### config.mk
export PLATFORM = sky130hd
export DESIGN_NAME = fsd_core
export DESIGN_NICKNAME = d
export VERILOG_FILES = /design/src/hw/fsd_pkg.sv /design/src/hw/fsd_core.sv
export VERILOG_INCLUDE_DIRS = /design/src /design/src/hw
export SDC_FILE = /design/constraint.sdc
export NUM_CORES = 2
export LEC_CHECK = 0
export ABC_CLOCK_PERIOD_IN_PS = 11850
export BUFFER_PORTS_ARGS = -buffer_cell sky130_fd_sc_hd__buf_2
export CORE_ASPECT_RATIO = 1.1
export CORE_MARGIN = 2
export CORE_UTILIZATION = 40
export CTS_CLUSTER_DIAMETER = 50
export DETAILED_ROUTE_END_ITERATION = 16
export GPL_TIMING_DRIVEN = 0
export PLACE_DENSITY = 0.56
export SETUP_SLACK_MARGIN = 0.1
export SYNTH_ARGS = -nofsm -noshare
export SYNTH_HDL_FRONTEND = slang
export SYNTH_SLANG_ARGS = --single-unit
export TNS_END_PERCENT = 100
### constraint.sdc
create_clock -name clk_in -period 11.85 [get_ports clk_in]
set_input_delay 2.37 -clock clk_in [delete_from_list [all_inputs] [get_ports clk_in]]
set_output_delay 2.37 -clock clk_in [all_outputs]
set_load 0.005 [all_outputs]
### src/hw/fsd_defines.svh
`ifndef FSD_DEFINES_SVH
`define FSD_DEFINES_SVH
// Machine cycle length in clk_in periods for each clock control code
`define FSD_DIV_CODE0 4'h4
`define FSD_DIV_CODE1 4'h2
`define FSD_DIV_CODE2 4'h1
`define FSD_PCC_CODE0 2'h0
`define FSD_PCC_CODE1 2'h1
// Data memory banks and windows
`define FSD_BANK0 4'h0
`define FSD_BANK15 4'hF
`define FSD_B0_TOP 8'h3F
`define FSD_B15_BASE 8'h80
`define FSD_B15_OFS 8'h40
`define FSD_MEM_WORDS 192
`define FSD_FMEM_ROW_A 4'hB
`define FSD_FMEM_ROW_B 4'hF
// Program space and relative branch reach
`define FSD_PROG_TOP 11'h77F
`define FSD_REL_NEG_MIN 8'hF1
`define FSD_REL_POS_MIN 8'h02
`define FSD_REL_POS_MAX 8'h10
// Port numbering: no port 4
`define FSD_PORT_LOW_TOP 3'h3
`define FSD_PORT_GAP 3'h4
`define FSD_PORT_TOP 3'h6
// Cost of a skipped instruction in machine cycles
`define FSD_SKIP_CYCLES 2'h1
`endif

### src/hw/fsd_pkg.sv
package fsd_pkg;
   typedef enum logic [4:0] {
      OP_NOP, OP_MOV_A, OP_MOV_XA, OP_MOV_HL, OP_SEL_MB,
      OP_ADD_IMMEDIATE_WITH_SKIP, OP_ADD_WITH_CARRY_OP, OP_LD_A, OP_ST_A, OP_LD_XA,
      OP_SET1, OP_CLR1, OP_SKT, OP_SKF, OP_AND1, OP_OR1, OP_XOR1,
      OP_OUT, OP_IN, OP_EI, OP_DI, OP_JMP, OP_BR
   } fsd_op_t;

   // One decoded instruction as presented to the core
   typedef struct packed {
      fsd_op_t op;
      logic [7:0] imm;
      logic [1:0] bit_sel;
      logic [11:0] addr;
      logic [10:0] target;
      logic [2:0] port;
      logic [1:0] ie_sel;
      logic [1:0] bytes;
   } fsd_instr_t;

   // Programmer-visible register set
   typedef struct packed {
      logic [3:0] x;
      logic [3:0] a;
      logic [3:0] h;
      logic [3:0] l;
      logic carry_flag;
      logic [3:0] memory_bank_select;
   } fsd_regs_t;
endpackage

### src/hw/fsd_core.sv
// How it works
// - decimal add runs as add-with-skip 6, add-with-carry at HL, add-with-skip 10.
// - a true skip condition discards the next instruction and runs the one after.
// - a skip costs exactly one extra machine cycle, none when no skip.
// - one machine cycle is one CPU clock period, chosen from three rates.
// - A is the nibble accumulator, XA the byte pair, HL the data pointer.
// - immediates are 4 or 8 bits wide, bit selects are 2 bits.
// - special bit addressing reaches only FB0H-FBFH and FF0H-FFFH in bank 15.
// - byte memory operands need an even address and use the next odd nibble.
// - absolute program targets are 11 bits and limited to 000H-77FH.
// - direct data reaches 00H-3FH in bank 0 and 80H-FFH in bank 15.
// - relative branch reaches 15 to 1 below or 2 to 16 above the PC.
// - carry acts as bit accumulator for AND, OR and XOR with a memory bit.
// - port operands select ports 0-3, 5 and 6 only, never port 4.
// - interrupt enable operands name exactly four enable flags.
// - carry from add-with-carry skips the next add-with-skip, which never skips.
`timescale 1ns/100ps
`include "fsd_defines.svh"

module fsd_core (
   input wire logic clk_in,
   input wire logic rst_in,
   input wire logic [1:0] processor_clock_control_in,
   input wire logic instr_valid_in,
   input wire fsd_pkg::fsd_instr_t instr_in,
   input wire logic [23:0] port_pins_in,
   output logic instr_ready_out,
   output fsd_pkg::fsd_regs_t regs_out,
   output logic [10:0] pc_out,
   output logic [3:0] ie_flags_out,
   output logic [23:0] port_latch_out,
   output logic skip_pending_out,
   output logic operand_fault_out,
   output logic cycle_tick_out
);

   ////////////////////////////////////////////////////////////////////////
   // Address and operand checks used by several instructions

   function automatic logic mem_ok(input logic [11:0] ad);
      mem_ok = (ad[11:8] == `FSD_BANK0 && ad[7:0] <= `FSD_B0_TOP) ||
               (ad[11:8] == `FSD_BANK15 && ad[7:0] >= `FSD_B15_BASE);
   endfunction

   function automatic logic [7:0] mem_index(input logic [11:0] ad);
      mem_index = (ad[11:8] == `FSD_BANK0) ? {2'h0, ad[5:0]} :
                  ({1'b0, ad[6:0]} + `FSD_B15_OFS);
   endfunction

   function automatic logic fmem_ok(input logic [11:0] ad);
      fmem_ok = ad[11:8] == `FSD_BANK15 &&
                (ad[7:4] == `FSD_FMEM_ROW_A || ad[7:4] == `FSD_FMEM_ROW_B);
   endfunction

   function automatic logic port_ok(input logic [2:0] p);
      port_ok = p != `FSD_PORT_GAP && p <= `FSD_PORT_TOP;
   endfunction

   // Ports 5 and 6 close the gap so the latch vector has no dead nibble
   function automatic logic [2:0] port_index(input logic [2:0] p);
      port_index = (p > `FSD_PORT_LOW_TOP) ? p - 3'h1 : p;
   endfunction

   ////////////////////////////////////////////////////////////////////////
   // State

   typedef enum logic {ST_IDLE, ST_RUN} fsd_state_t;

   fsd_state_t state_reg;
   fsd_pkg::fsd_instr_t cur_reg;
   fsd_pkg::fsd_regs_t regs_reg;
   fsd_pkg::fsd_regs_t regs_next;
   logic [10:0] pc_reg;
   logic [10:0] pc_next;
   logic [3:0] ie_reg;
   logic [3:0] ie_next;
   logic [23:0] latch_reg;
   logic [23:0] latch_next;
   logic [3:0] div_cnt_reg;
   logic [1:0] left_reg;
   logic skip_cur_reg;
   logic skip_pend_reg;
   logic skip_next;
   logic inhibit_reg;
   logic inhibit_next;
   logic fault_reg;
   logic fault_next;
   logic [23:0] pins_meta_reg;
   logic [23:0] pins_sync_reg;
   logic [3:0] mem_reg [0:`FSD_MEM_WORDS-1];
   logic mem_we;
   logic [7:0] mem_widx;
   logic [3:0] mem_wdata;

   ////////////////////////////////////////////////////////////////////////
   // Decode of the held instruction

   wire logic tick = div_cnt_reg == 4'h0;
   wire logic [3:0] div_load =
      (processor_clock_control_in == `FSD_PCC_CODE0) ? `FSD_DIV_CODE0 - 4'h1 :
      (processor_clock_control_in == `FSD_PCC_CODE1) ? `FSD_DIV_CODE1 - 4'h1 :
      `FSD_DIV_CODE2 - 4'h1;
   wire logic accept = state_reg == ST_IDLE && instr_valid_in;
   wire logic commit = state_reg == ST_RUN && tick && left_reg == 2'h1;
   wire logic [3:0] mb = regs_reg.memory_bank_select;
   wire logic [11:0] dir_ad = {mb, cur_reg.addr[7:0]};
   wire logic [11:0] dir_ad1 = {mb, cur_reg.addr[7:1], 1'b1};
   wire logic [11:0] hl_ad = {mb, regs_reg.h, regs_reg.l};
   wire logic dir_ok = mem_ok(dir_ad);
   wire logic f_ok = fmem_ok(cur_reg.addr);
   wire logic hl_ok = mem_ok(hl_ad);
   wire logic [3:0] dir_rd = mem_reg[mem_index(dir_ad)];
   wire logic [3:0] dir_rd1 = mem_reg[mem_index(dir_ad1)];
   wire logic [3:0] hl_rd = mem_reg[mem_index(hl_ad)];
   wire logic [3:0] f_rd = mem_reg[mem_index(cur_reg.addr)];
   wire logic f_bit = f_rd[cur_reg.bit_sel];
   wire logic [3:0] f_mask = 4'h1 << cur_reg.bit_sel;
   wire logic [4:0] add_immediate_with_skip_sum = {1'b0, regs_reg.a} + {1'b0, cur_reg.imm[3:0]};
   wire logic [4:0] add_with_carry_op_sum = {1'b0, regs_reg.a} + {1'b0, hl_rd} +
                               {4'h0, regs_reg.carry_flag};
   wire logic [10:0] pc_step = pc_reg + {9'h000, cur_reg.bytes};
   wire logic [10:0] pc_rel = pc_reg + {{3{cur_reg.imm[7]}}, cur_reg.imm};
   wire logic rel_ok = cur_reg.imm >= `FSD_REL_NEG_MIN ||
      (cur_reg.imm >= `FSD_REL_POS_MIN &&
       cur_reg.imm <= `FSD_REL_POS_MAX);
   wire logic p_ok = port_ok(cur_reg.port);
   wire logic [4:0] p_lsb = {port_index(cur_reg.port), 2'h0};
   // Skipped instruction costs exactly one cycle
   wire logic [1:0] left_init = (skip_pend_reg || instr_in.bytes == 2'h0) ?
      `FSD_SKIP_CYCLES : instr_in.bytes;

   ////////////////////////////////////////////////////////////////////////
   // Execution: next architectural state at the last machine cycle

   always_comb
   begin
      regs_next = regs_reg;
      pc_next = pc_step;
      ie_next = ie_reg;
      latch_next = latch_reg;
      skip_next = 1'b0;
      inhibit_next = 1'b0;
      fault_next = 1'b0;
      mem_we = 1'b0;
      mem_widx = mem_index(cur_reg.addr);
      mem_wdata = f_rd;
      // A discarded instruction only moves the PC past its bytes
      if (!skip_cur_reg)
      begin
         case (cur_reg.op)
            fsd_pkg::OP_MOV_A: regs_next.a = cur_reg.imm[3:0];
            fsd_pkg::OP_MOV_XA: {regs_next.x, regs_next.a} = cur_reg.imm;
            fsd_pkg::OP_MOV_HL: {regs_next.h, regs_next.l} = cur_reg.imm;
            fsd_pkg::OP_SEL_MB: regs_next.memory_bank_select = cur_reg.imm[3:0];
            fsd_pkg::OP_ADD_IMMEDIATE_WITH_SKIP:
            begin
               // Carry untouched; skip only outside a correction pair
               regs_next.a = add_immediate_with_skip_sum[3:0];
               skip_next = add_immediate_with_skip_sum[4] && !inhibit_reg;
            end
            fsd_pkg::OP_ADD_WITH_CARRY_OP:
            begin
               regs_next.a = add_with_carry_op_sum[3:0];
               regs_next.carry_flag = add_with_carry_op_sum[4];
               skip_next = add_with_carry_op_sum[4];
               inhibit_next = 1'b1;
               fault_next = !hl_ok;
            end
            fsd_pkg::OP_LD_A:
               if (dir_ok) regs_next.a = dir_rd;
               else fault_next = 1'b1;
            fsd_pkg::OP_ST_A:
               if (dir_ok)
               begin
                  mem_we = 1'b1;
                  mem_widx = mem_index(dir_ad);
                  mem_wdata = regs_reg.a;
               end
               else fault_next = 1'b1;
            fsd_pkg::OP_LD_XA:
               // Byte operand: even nibble to A, odd neighbour to X
               if (dir_ok && !cur_reg.addr[0])
               begin
                  regs_next.a = dir_rd;
                  regs_next.x = dir_rd1;
               end
               else fault_next = 1'b1;
            fsd_pkg::OP_SET1, fsd_pkg::OP_CLR1:
               if (f_ok)
               begin
                  mem_we = 1'b1;
                  mem_wdata = (cur_reg.op == fsd_pkg::OP_SET1) ?
                     (f_rd | f_mask) : (f_rd & ~f_mask);
               end
               else fault_next = 1'b1;
            fsd_pkg::OP_SKT:
               if (f_ok) skip_next = f_bit;
               else fault_next = 1'b1;
            fsd_pkg::OP_SKF:
               if (f_ok) skip_next = !f_bit;
               else fault_next = 1'b1;
            fsd_pkg::OP_AND1, fsd_pkg::OP_OR1, fsd_pkg::OP_XOR1:
               if (!f_ok) fault_next = 1'b1;
               else if (cur_reg.op == fsd_pkg::OP_AND1)
                  regs_next.carry_flag = regs_reg.carry_flag & f_bit;
               else if (cur_reg.op == fsd_pkg::OP_OR1)
                  regs_next.carry_flag = regs_reg.carry_flag | f_bit;
               else
                  regs_next.carry_flag = regs_reg.carry_flag ^ f_bit;
            fsd_pkg::OP_OUT:
               if (p_ok) latch_next[p_lsb +: 4] = regs_reg.a;
               else fault_next = 1'b1;
            fsd_pkg::OP_IN:
               if (p_ok) regs_next.a = pins_sync_reg[p_lsb +: 4];
               else fault_next = 1'b1;
            fsd_pkg::OP_EI: ie_next[cur_reg.ie_sel] = 1'b1;
            fsd_pkg::OP_DI: ie_next[cur_reg.ie_sel] = 1'b0;
            fsd_pkg::OP_JMP:
               if (cur_reg.target <= `FSD_PROG_TOP) pc_next = cur_reg.target;
               else fault_next = 1'b1;
            fsd_pkg::OP_BR:
               if (rel_ok) pc_next = pc_rel;
               else fault_next = 1'b1;
            default: ;
         endcase
      end
   end

   ////////////////////////////////////////////////////////////////////////
   // Machine cycle divider; reload uses the rate in force at each tick

   always_ff @(posedge clk_in or posedge rst_in)
   begin
      if (rst_in) div_cnt_reg <= 4'h0;
      else if (tick) div_cnt_reg <= div_load;
      else div_cnt_reg <= div_cnt_reg - 4'h1;
   end

   // Port pins come from outside, so two flops before any use
   always_ff @(posedge clk_in or posedge rst_in)
   begin
      if (rst_in)
      begin
         pins_meta_reg <= 24'h000000;
         pins_sync_reg <= 24'h000000;
      end
      else
      begin
         pins_meta_reg <= port_pins_in;
         pins_sync_reg <= pins_meta_reg;
      end
   end

   // Sequencer: take one instruction, count its machine cycles, commit
   always_ff @(posedge clk_in or posedge rst_in)
   begin
      if (rst_in)
      begin
         state_reg <= ST_IDLE;
         cur_reg <= '0;
         left_reg <= 2'h0;
         skip_cur_reg <= 1'b0;
      end
      else
      begin
         case (state_reg)
            ST_IDLE:
               if (accept)
               begin
                  cur_reg <= instr_in;
                  skip_cur_reg <= skip_pend_reg;
                  left_reg <= left_init;
                  state_reg <= ST_RUN;
               end
            ST_RUN:
               if (commit) state_reg <= ST_IDLE;
               else if (tick) left_reg <= left_reg - 2'h1;
            default: state_reg <= ST_IDLE;
         endcase
      end
   end

   // Architectural state moves only at commit
   always_ff @(posedge clk_in or posedge rst_in)
   begin
      if (rst_in)
      begin
         regs_reg <= '0;
         pc_reg <= 11'h000;
         ie_reg <= 4'h0;
         latch_reg <= 24'h000000;
         skip_pend_reg <= 1'b0;
         inhibit_reg <= 1'b0;
         fault_reg <= 1'b0;
      end
      else
      begin
         fault_reg <= commit && fault_next;
         if (commit)
         begin
            regs_reg <= regs_next;
            pc_reg <= pc_next;
            ie_reg <= ie_next;
            latch_reg <= latch_next;
            skip_pend_reg <= skip_next;
            inhibit_reg <= inhibit_next;
         end
      end
   end

   // Data memory has no reset: contents are undefined until written
   always_ff @(posedge clk_in)
   begin
      if (commit && mem_we) mem_reg[mem_widx] <= mem_wdata;
   end

   assign instr_ready_out = state_reg == ST_IDLE;
   assign regs_out = regs_reg;
   assign pc_out = pc_reg;
   assign ie_flags_out = ie_reg;
   assign port_latch_out = latch_reg;
   assign skip_pending_out = skip_pend_reg;
   assign operand_fault_out = fault_reg;
   assign cycle_tick_out = tick;

   ////////////////////////////////////////////////////////////////////////
   // Checks

   property p_skip_quiet;
      @(posedge clk_in) disable iff (rst_in)
      commit && skip_cur_reg |=> regs_out == $past(regs_out) &&
         port_latch_out == $past(port_latch_out) && !operand_fault_out;
   endproperty
   a_skip_quiet: assert property (p_skip_quiet)
      else $error("skipped instruction changed state");

   property p_skip_pc;
      @(posedge clk_in) disable iff (rst_in)
      commit && skip_cur_reg |=> pc_out == $past(pc_step);
   endproperty
   a_skip_pc: assert property (p_skip_pc)
      else $error("skipped instruction bytes not passed");

   property p_skip_one;
      @(posedge clk_in) disable iff (rst_in)
      accept && skip_pend_reg |=> left_reg == 2'h1;
   endproperty
   a_skip_one: assert property (p_skip_one)
      else $error("skip does not cost one machine cycle");

   property p_cycle_len;
      @(posedge clk_in) disable iff (rst_in)
      tick && processor_clock_control_in == 2'h0 |=> !tick [*3] ##1 tick;
   endproperty
   a_cycle_len: assert property (p_cycle_len)
      else $error("machine cycle length wrong");

   property p_fmem_area;
      @(posedge clk_in) disable iff (rst_in)
      commit && mem_we && (cur_reg.op == fsd_pkg::OP_SET1 ||
         cur_reg.op == fsd_pkg::OP_CLR1) |-> fmem_ok(cur_reg.addr);
   endproperty
   a_fmem_area: assert property (p_fmem_area)
      else $error("bit write outside special area");

   property p_jmp_area;
      @(posedge clk_in) disable iff (rst_in)
      commit && !skip_cur_reg && cur_reg.op == fsd_pkg::OP_JMP &&
         cur_reg.target > `FSD_PROG_TOP |=> pc_out == $past(pc_step) &&
         operand_fault_out;
   endproperty
   a_jmp_area: assert property (p_jmp_area)
      else $error("jump taken outside program area");

   property p_dir_area;
      @(posedge clk_in) disable iff (rst_in)
      commit && mem_we && cur_reg.op == fsd_pkg::OP_ST_A |-> dir_ok;
   endproperty
   a_dir_area: assert property (p_dir_area)
      else $error("direct store outside bank window");

   property p_no_port4;
      @(posedge clk_in) disable iff (rst_in)
      commit && !skip_cur_reg && cur_reg.op == fsd_pkg::OP_OUT &&
         cur_reg.port == `FSD_PORT_GAP |=>
         $stable(port_latch_out) && operand_fault_out;
   endproperty
   a_no_port4: assert property (p_no_port4)
      else $error("port 4 was written");

   property p_add_immediate_with_skip_carry;
      @(posedge clk_in) disable iff (rst_in)
      commit && !skip_cur_reg && cur_reg.op == fsd_pkg::OP_ADD_IMMEDIATE_WITH_SKIP |=>
         $stable(regs_out.carry_flag);
   endproperty
   a_add_immediate_with_skip_carry: assert property (p_add_immediate_with_skip_carry)
      else $error("add with skip changed carry");

   property p_add_immediate_with_skip_inhibit;
      @(posedge clk_in) disable iff (rst_in)
      commit && !skip_cur_reg && cur_reg.op == fsd_pkg::OP_ADD_IMMEDIATE_WITH_SKIP &&
         inhibit_reg |=> !skip_pending_out;
   endproperty
   a_add_immediate_with_skip_inhibit: assert property (p_add_immediate_with_skip_inhibit)
      else $error("correcting add caused a skip");
endmodule

== Yosys cells after proc, flatten, opt, wreduce, memory -nomap -nowiden ==
Memory sizes are Yosys's and may differ from the RTL's.
Cells that the tools add are included.

* Bits in registers: 164
* RAM bits: 768
* Input port bits: 74
* Memories kept: 1

{| class="wikitable"
|+ Memories
! memory !! depth !! width !! rd ports !! clocked after Yosys merged registers in !! write ports !! line !! text
|-
| mem_reg || 192 || 4 || 4 || 0 || 1 || fsd_core.sv:90 || <nowiki>logic [3:0] mem_reg [0:`FSD_MEM_WORDS-1];</nowiki>
|}

* Add/subtract/negate cells: 12
* Magnitude comparators: 13
* Equal/unequal tests: 36
* Shift operators: 4
* Muxes and demuxes: 63
* Bitwise logic cells: 11
* Reductions and logical operators: 48

{| class="wikitable"
|+ Operators by type and width
! cell !! count
|-
| $mux 8 || 8
|-
| $eq 5x4->1 const B || 8
|-
| $eq 5x5->1 const B || 7
|-
| $mux 11 || 3
|-
| $mux 4 || 7
|-
| $mux 1 || 25
|-
| $add 7x7->8 const B || 3
|-
| $bwmux 24 || 1
|-
| $ge 8x8->1 const B || 3
|-
| $pmux 4 s2 || 3
|-
| $pmux 4 s6 || 1
|-
| $shift 4x7->24 const A || 1
|-
| $shiftx 24x6->4 || 1
|-
| $shiftx 4x7->24 || 1
|-
| $pmux 11 s2 || 1
|-
| $eq 5x3->1 const B || 4
|-
| $eq 4x4->1 const B || 4
|-
| $le 8x6->1 const B || 2
|-
| $logic_and 1x1->1 || 15
|-
| $logic_not 4->1 || 3
|-
| $reduce_and 3->1 || 4
|-
| $reduce_and 4->1 || 3
|-
| $add 11x11->11 || 1
|-
| $add 11x2->11 || 1
|-
| other kinds (45) || 77
|}

== Depth between registers and ports, before layout ==
An unclocked memory read counts as a cell.

* Word-level depth: 10
* Gate-level depth with buffers: 19
* Gate-level depth less buffers: 14

== Worst setup path after synthesis ==
Ideal clock, no wire load.

* Path kind: register to register
* From: register regs_reg (netlist bit mb[0])
* To: memory mem_reg[0][2] (data pin)
* Library setup time: 1692 ps
* Arrival: 8928 ps
* Required time: 10158 ps
* Setup slack: 1229 ps
* Cell stages (with the launch flop): 7
* Clock period less this slack: 10621 ps
* Cells stage by stage: dfrtp_1 > or4_1 > nor3_1 > a21oi_1 > nor2_1 > a22oi_1 > o21ai_0

* Word-level cells in the longest chain between the ends: 6

{| class="wikitable"
|+ RTL lines
! element !! line !! text
|-
| start, declared || fsd_core.sv:71 || <nowiki>fsd_pkg::fsd_regs_t regs_reg;</nowiki>
|-
| start signal, assigned || fsd_core.sv:301 || <nowiki>regs_reg <= regs_next;</nowiki>
|-
| $eq 4x4->1 (no source line) / $logic_not 4->1 (equally long branches) || - ||
|-
| $logic_and 1x1->1 (no source line) || - ||
|-
| $logic_or 1x1->1 * || fsd_core.sv:41 || <nowiki>mem_ok = (ad[11:8] == `FSD_BANK0 && ad[7:0] <= `FSD_B0_TOP) ||</nowiki>
|-
| $mux 4 * || fsd_core.sv:173 || <nowiki>if (dir_ok)</nowiki>
|-
| $pmux 4 s2 * || fsd_core.sv:150 || <nowiki>case (cur_reg.op)</nowiki>
|-
| $mux 4 * || fsd_core.sv:148 || <nowiki>if (!skip_cur_reg)</nowiki>
|-
| net mem_wdata[2] || fsd_core.sv:93 || <nowiki>logic [3:0] mem_wdata;</nowiki>
|-
| end, declared || fsd_core.sv:90 ||
|}

The timed path passes the listed nets; every way through them passes the cells marked *.

== Worst setup path in the final report ==
* From: register regs_reg (netlist bit regs_out[6])
* To: register skip_pend_reg, in the netlist skip_pending_out

* Word-level cells in the longest chain between the ends: 7

{| class="wikitable"
|+ RTL lines
! element !! line !! text
|-
| $add 7x7->8 (no source line) || - ||
|-
| $mux 8 * || fsd_core.sv:46 || <nowiki>mem_index = (ad[11:8] == `FSD_BANK0) ? {2'h0, ad[5:0]} :</nowiki>
|-
| $mem_v2 192x4 * || - ||
|-
| $add 4x4->5 * || fsd_core.sv:119 || <nowiki>wire logic [4:0] add_with_carry_op_sum = {1'b0, regs_reg.a} + {1'b0, hl_rd} +</nowiki>
|-
| $add 5x1->5 * || fsd_core.sv:119 ||
|-
| $pmux 1 s4 * || fsd_core.sv:150 ||
|-
| $mux 1 * || fsd_core.sv:148 ||
|-
| end signal, assigned || fsd_core.sv:305 || <nowiki>skip_pend_reg <= skip_next;</nowiki>
|-
| end, declared || fsd_core.sv:82 || <nowiki>logic skip_pend_reg;</nowiki>
|}

Mark *: on every way between the ends. The rest lies on a longest branch, timed or not.
A chain may end at the register's enable or synchronous reset.

==> results.md <==
- The flow ran to the end, but the final reports show violations.
- The final reports fail on capacitance limit, slew limit.
- Among all cell types in the netlist, the one instantiated most often is edfxtp_1.
- The biggest fanout along the worst timing path is 11.
- The async set-reset flop share out of synthesis is 17.6%.
- Setup repair after global routing left no endpoint under its margin.
- Counting every net in the synthesized netlist gives 2868.
- For this configuration, the core starts out at a cell density of 40.4%.
- Synthesis handed over a netlist of 2757 instances.
- Counting every sink on the clock net gives 932.
- After detailed routing, the number of vias per cell comes to 6.73.
- The number of I/O pins is 138.
- The instance count along the most critical hold path is 0.
- The minimum clock period after layout is 6890 ps.
- The number of fill cells in the layout is 9909.
- The area of the multi-input gates is 0.0186 sq mm.
- The detailed-placement wirelength estimate is 133000 microns.
- The hold violation total from the final report is 0.
- Dividing the final minimum period by the clock period gives 58.1%.
- The DRC violation count after routing is 0.
- After synthesis, the most frequently instantiated cells are 768 x edfxtp_1, 496 x mux4_2, 253 x nor2_1.
- Across the run, the number of max-cap violations was 2.
- The later pin in the worst-skew pair is clocked with a latency of 730 ps.
- The max-slew violation total from the final report was 23.
- The number of cell instances on the worst register-to-register path is 16.
- The first global-routing pass estimated 254000 microns of wire.
- The required time at the worst-slack endpoint is 12440 ps.
- The synthesized design spends more area on one cell type than any other, namely edfxtp_1.
- The maximum achievable frequency is 0.145 GHz.
- The total power per unit cell area is 306 mW/mm^2.
- The routability congestion estimate from global placement is 1.01.
- The worst setup path category is reg2reg.
- The routed layout has 31300 vias.
- The core region is 0.116 sq mm.
- By area the synthesized netlist is led by edfxtp_1 49%, mux4_2 24%, dfrtp_1 8.7%, mux2i_1 2.4%, nor2_1 2.0%.
- The die area is 0.120 sq mm.
- Registers take 0.0272 sq mm.
- The mapped netlist covers 0.0471 sq mm.
- The critical path startpoint category is a flop.
- The number of flip-flops under the largest register name is 768.
- Sequential elements use 57.7% of the synthesized area.
- The TritonCTS clock tree is yes.
- Summed over all layers, the global routing overflow is 0.
- The number of antenna violations at the first check in global routing came to 9.
- For this run, the post-layout net count is 3134.
- The count of port buffers added during placement is 137.
- The top cell type by area accounts for 49.0% of the synthesized area.
- The worst setup path is captured at a flop.
- The total clock buffers created by CTS is 113.
- The first TritonRoute pass finished after 6 iterations.
- STA puts the critical path data arrival time at 7470 ps.
- The vertical die dimension is 364 microns.
- For this block, the initial DRC count from the detailed router was 4952.
- The synthesized design contains 932 register bits.
- Synthesis instantiated 80 different standard cells from the library.
- The quantity of hold-fixing buffers added after cts is 0.
- From synthesis to final layout, the design area changed by 14.7%.
- The clock-pin slew of the registers on the worst-case setup and hold paths is 60 ps.
- The number of setup buffers added after CTS is 0.
- The setup slack of the most critical reg-to-reg path is 4960 ps.
- Headroom to the max-slew limit came out at -9.45%.
- In this run the remaining antenna-violating nets after routing total 0.
- The count of H-tree levels built during CTS is 3.
- Setup violations remaining at the end of the flow were counted as 0.
- The number of global-route vias before repair came to 30900.
- In this run the horizontal extent of the chip is 331 microns.
- For this run, the leading register cell type out of synthesis is edfxtp_1.
- Clock tree synthesis selected as its root buffer the cell clkbuf_16.
- The maximum vdd drop is 0.314 mV.
- The tightest min-delay check is of the reg2reg type.
- For the pin with the worst max-slew slack, the measured transition is 1640 ps.
- The wire length after detailed routing is 186000 microns.
- Counting flops with a built-in enable in the synthesized netlist gives 768.
- Entering global routing, the biggest net connects 95 pins.
- After detailed routing, the average wire length per cell comes to 40.0 microns.
- In this run the static leakage power is 0.0180 uW.
- Counting along the longest clock path gives a buffer depth of 3.
- Once the clock tree was built, the resizer swapped 0 gates to a different size.
- Of the cells placed in the final design, the portion with a size suffix greater than 1 is 33.9%.
- The overall track demand over capacity in global routing is 30.8%.
- For this run, the number of Yosys warnings is 0.
- The utilization after layout is 46.4%.
- Each instance of the synthesized netlist takes up on average 17.1 sq um.
- The largest clock skew in the final design is 36.2 ps.
- Row generation in the floorplan step produced 131 rows.
- The total chip power is 16500 uW.
==> final timing paths <==
check | startpoint | end
hold reg to reg | pins_meta_reg[1] | pins_sync_reg[1]
min in group asynchronous | rst_in | port_latch_out[10]
setup reg to reg | regs_out[6] | skip_pending_out
max in group asynchronous | rst_in | cur_reg[36]
hold / removal | pins_meta_reg[1] | pins_sync_reg[1]
setup / recovery | regs_out[6] | skip_pending_out
==> cell type report <==
type | instances | area share (%)
clock buffers | 134 | 5.62
multi-input cells | 1583 | 34.4
repair buffers | 151 | 1.89
plain buffers | 212 | 2.31
flip-flops and latches | 932 | 50.3
well taps | 1529 | 3.54
diodes | 3 | 0.0139
inverters | 30 | 0.227
clock inverters | 79 | 1.63
==> metal layers <==
metal  wire length, microns  track usage [%]  part of all wire, %
met1                  66400             38.9                   36
met2                  85700             48.0                   46
met3                  21000             7.95                   11
met4                  13000             18.3                  7.0
met5                    170            0.604                0.091
==> power breakdown <==
part	internal, uW	switching [uW]	total [uW]
Clock	2130	1490	3620
Sequential	5050	196	5250
Combinational	2530	5140	7670
Total	9720	6820	16500
==> layout by cell type (no fill, tap or decap), drive strengths merged, types with 8 or more instances in the layout <==
| cell type | netlist | final |
|---|---|---|
| o21ai | 67 | 67 |
| clkbuf | 98 | 233 |
| a211oi | 17 | 17 |
| nand2b | 8 | 8 |
| buf | 114 | 264 |
| nor3 | 27 | 27 |
| nor2 | 255 | 255 |
| a21oi | 58 | 58 |
| nand3 | 32 | 32 |
| nor3b | 9 | 9 |
| and2 | 9 | 9 |
| nor2b | 21 | 21 |
| nand2 | 118 | 118 |
| clkinvlp | 0 | 9 |
| ha | 32 | 32 |
| a22oi | 40 | 40 |
| mux2i | 111 | 111 |
| a21o | 12 | 12 |
| dfrtp | 164 | 164 |
| o22ai | 16 | 16 |
| a221oi | 10 | 10 |
| and3 | 18 | 18 |
| mux2 | 82 | 82 |
| mux4 | 507 | 507 |
| inv | 30 | 42 |
| nor4 | 9 | 9 |
| a22o | 14 | 14 |
| xnor2 | 11 | 11 |
| clkinv | 0 | 45 |
| edfxtp | 768 | 768 |
| bufinv | 0 | 13 |
==> through the flow <==
step	instances	setup TNS, ps	worst slack, ps	cell area [sq um]	hold WS [ps]
after global routing	4651	0	5030	54000	355
after detailed placement	4437	0	5290	50100	336
after floorplan	2757	0	1230	47100	331
final	4653	0	4960	54000	340
after CTS	4650	0	5260	54000	350
after global placement	4423	-1574960	-8210	49700	333
==> worst max-delay path, stage by stage, from the launching register on <==
cell	delay, ps
dfrtp_1	690
clkbuf_1	450
clkbuf_1	1230
mux4_2	460
mux4_2	610
mux4_2	610
mux2i_1	420
o21ai_0	270
fa_1	470
fa_1	450
a21o_1	200
a21oi_1	230
o32ai_1	130
nand4b_1	110
nand2_1	80
a221oi_1	230
nand2_1	90
==> logic make-up after synthesis <==
kind of cell / count (synthesis) / share of synthesized area (%)
simple gates: 540 / 5.21
flops: 932 / 57.7
mux: 700 / 28.7
compound gates: 289 / 4.15
xor+xnor: 17 / 0.316
fa+ha+maj: 37 / 1.06
buf+inv: 242 / 2.85
Power figures use the tool's default switching activity.
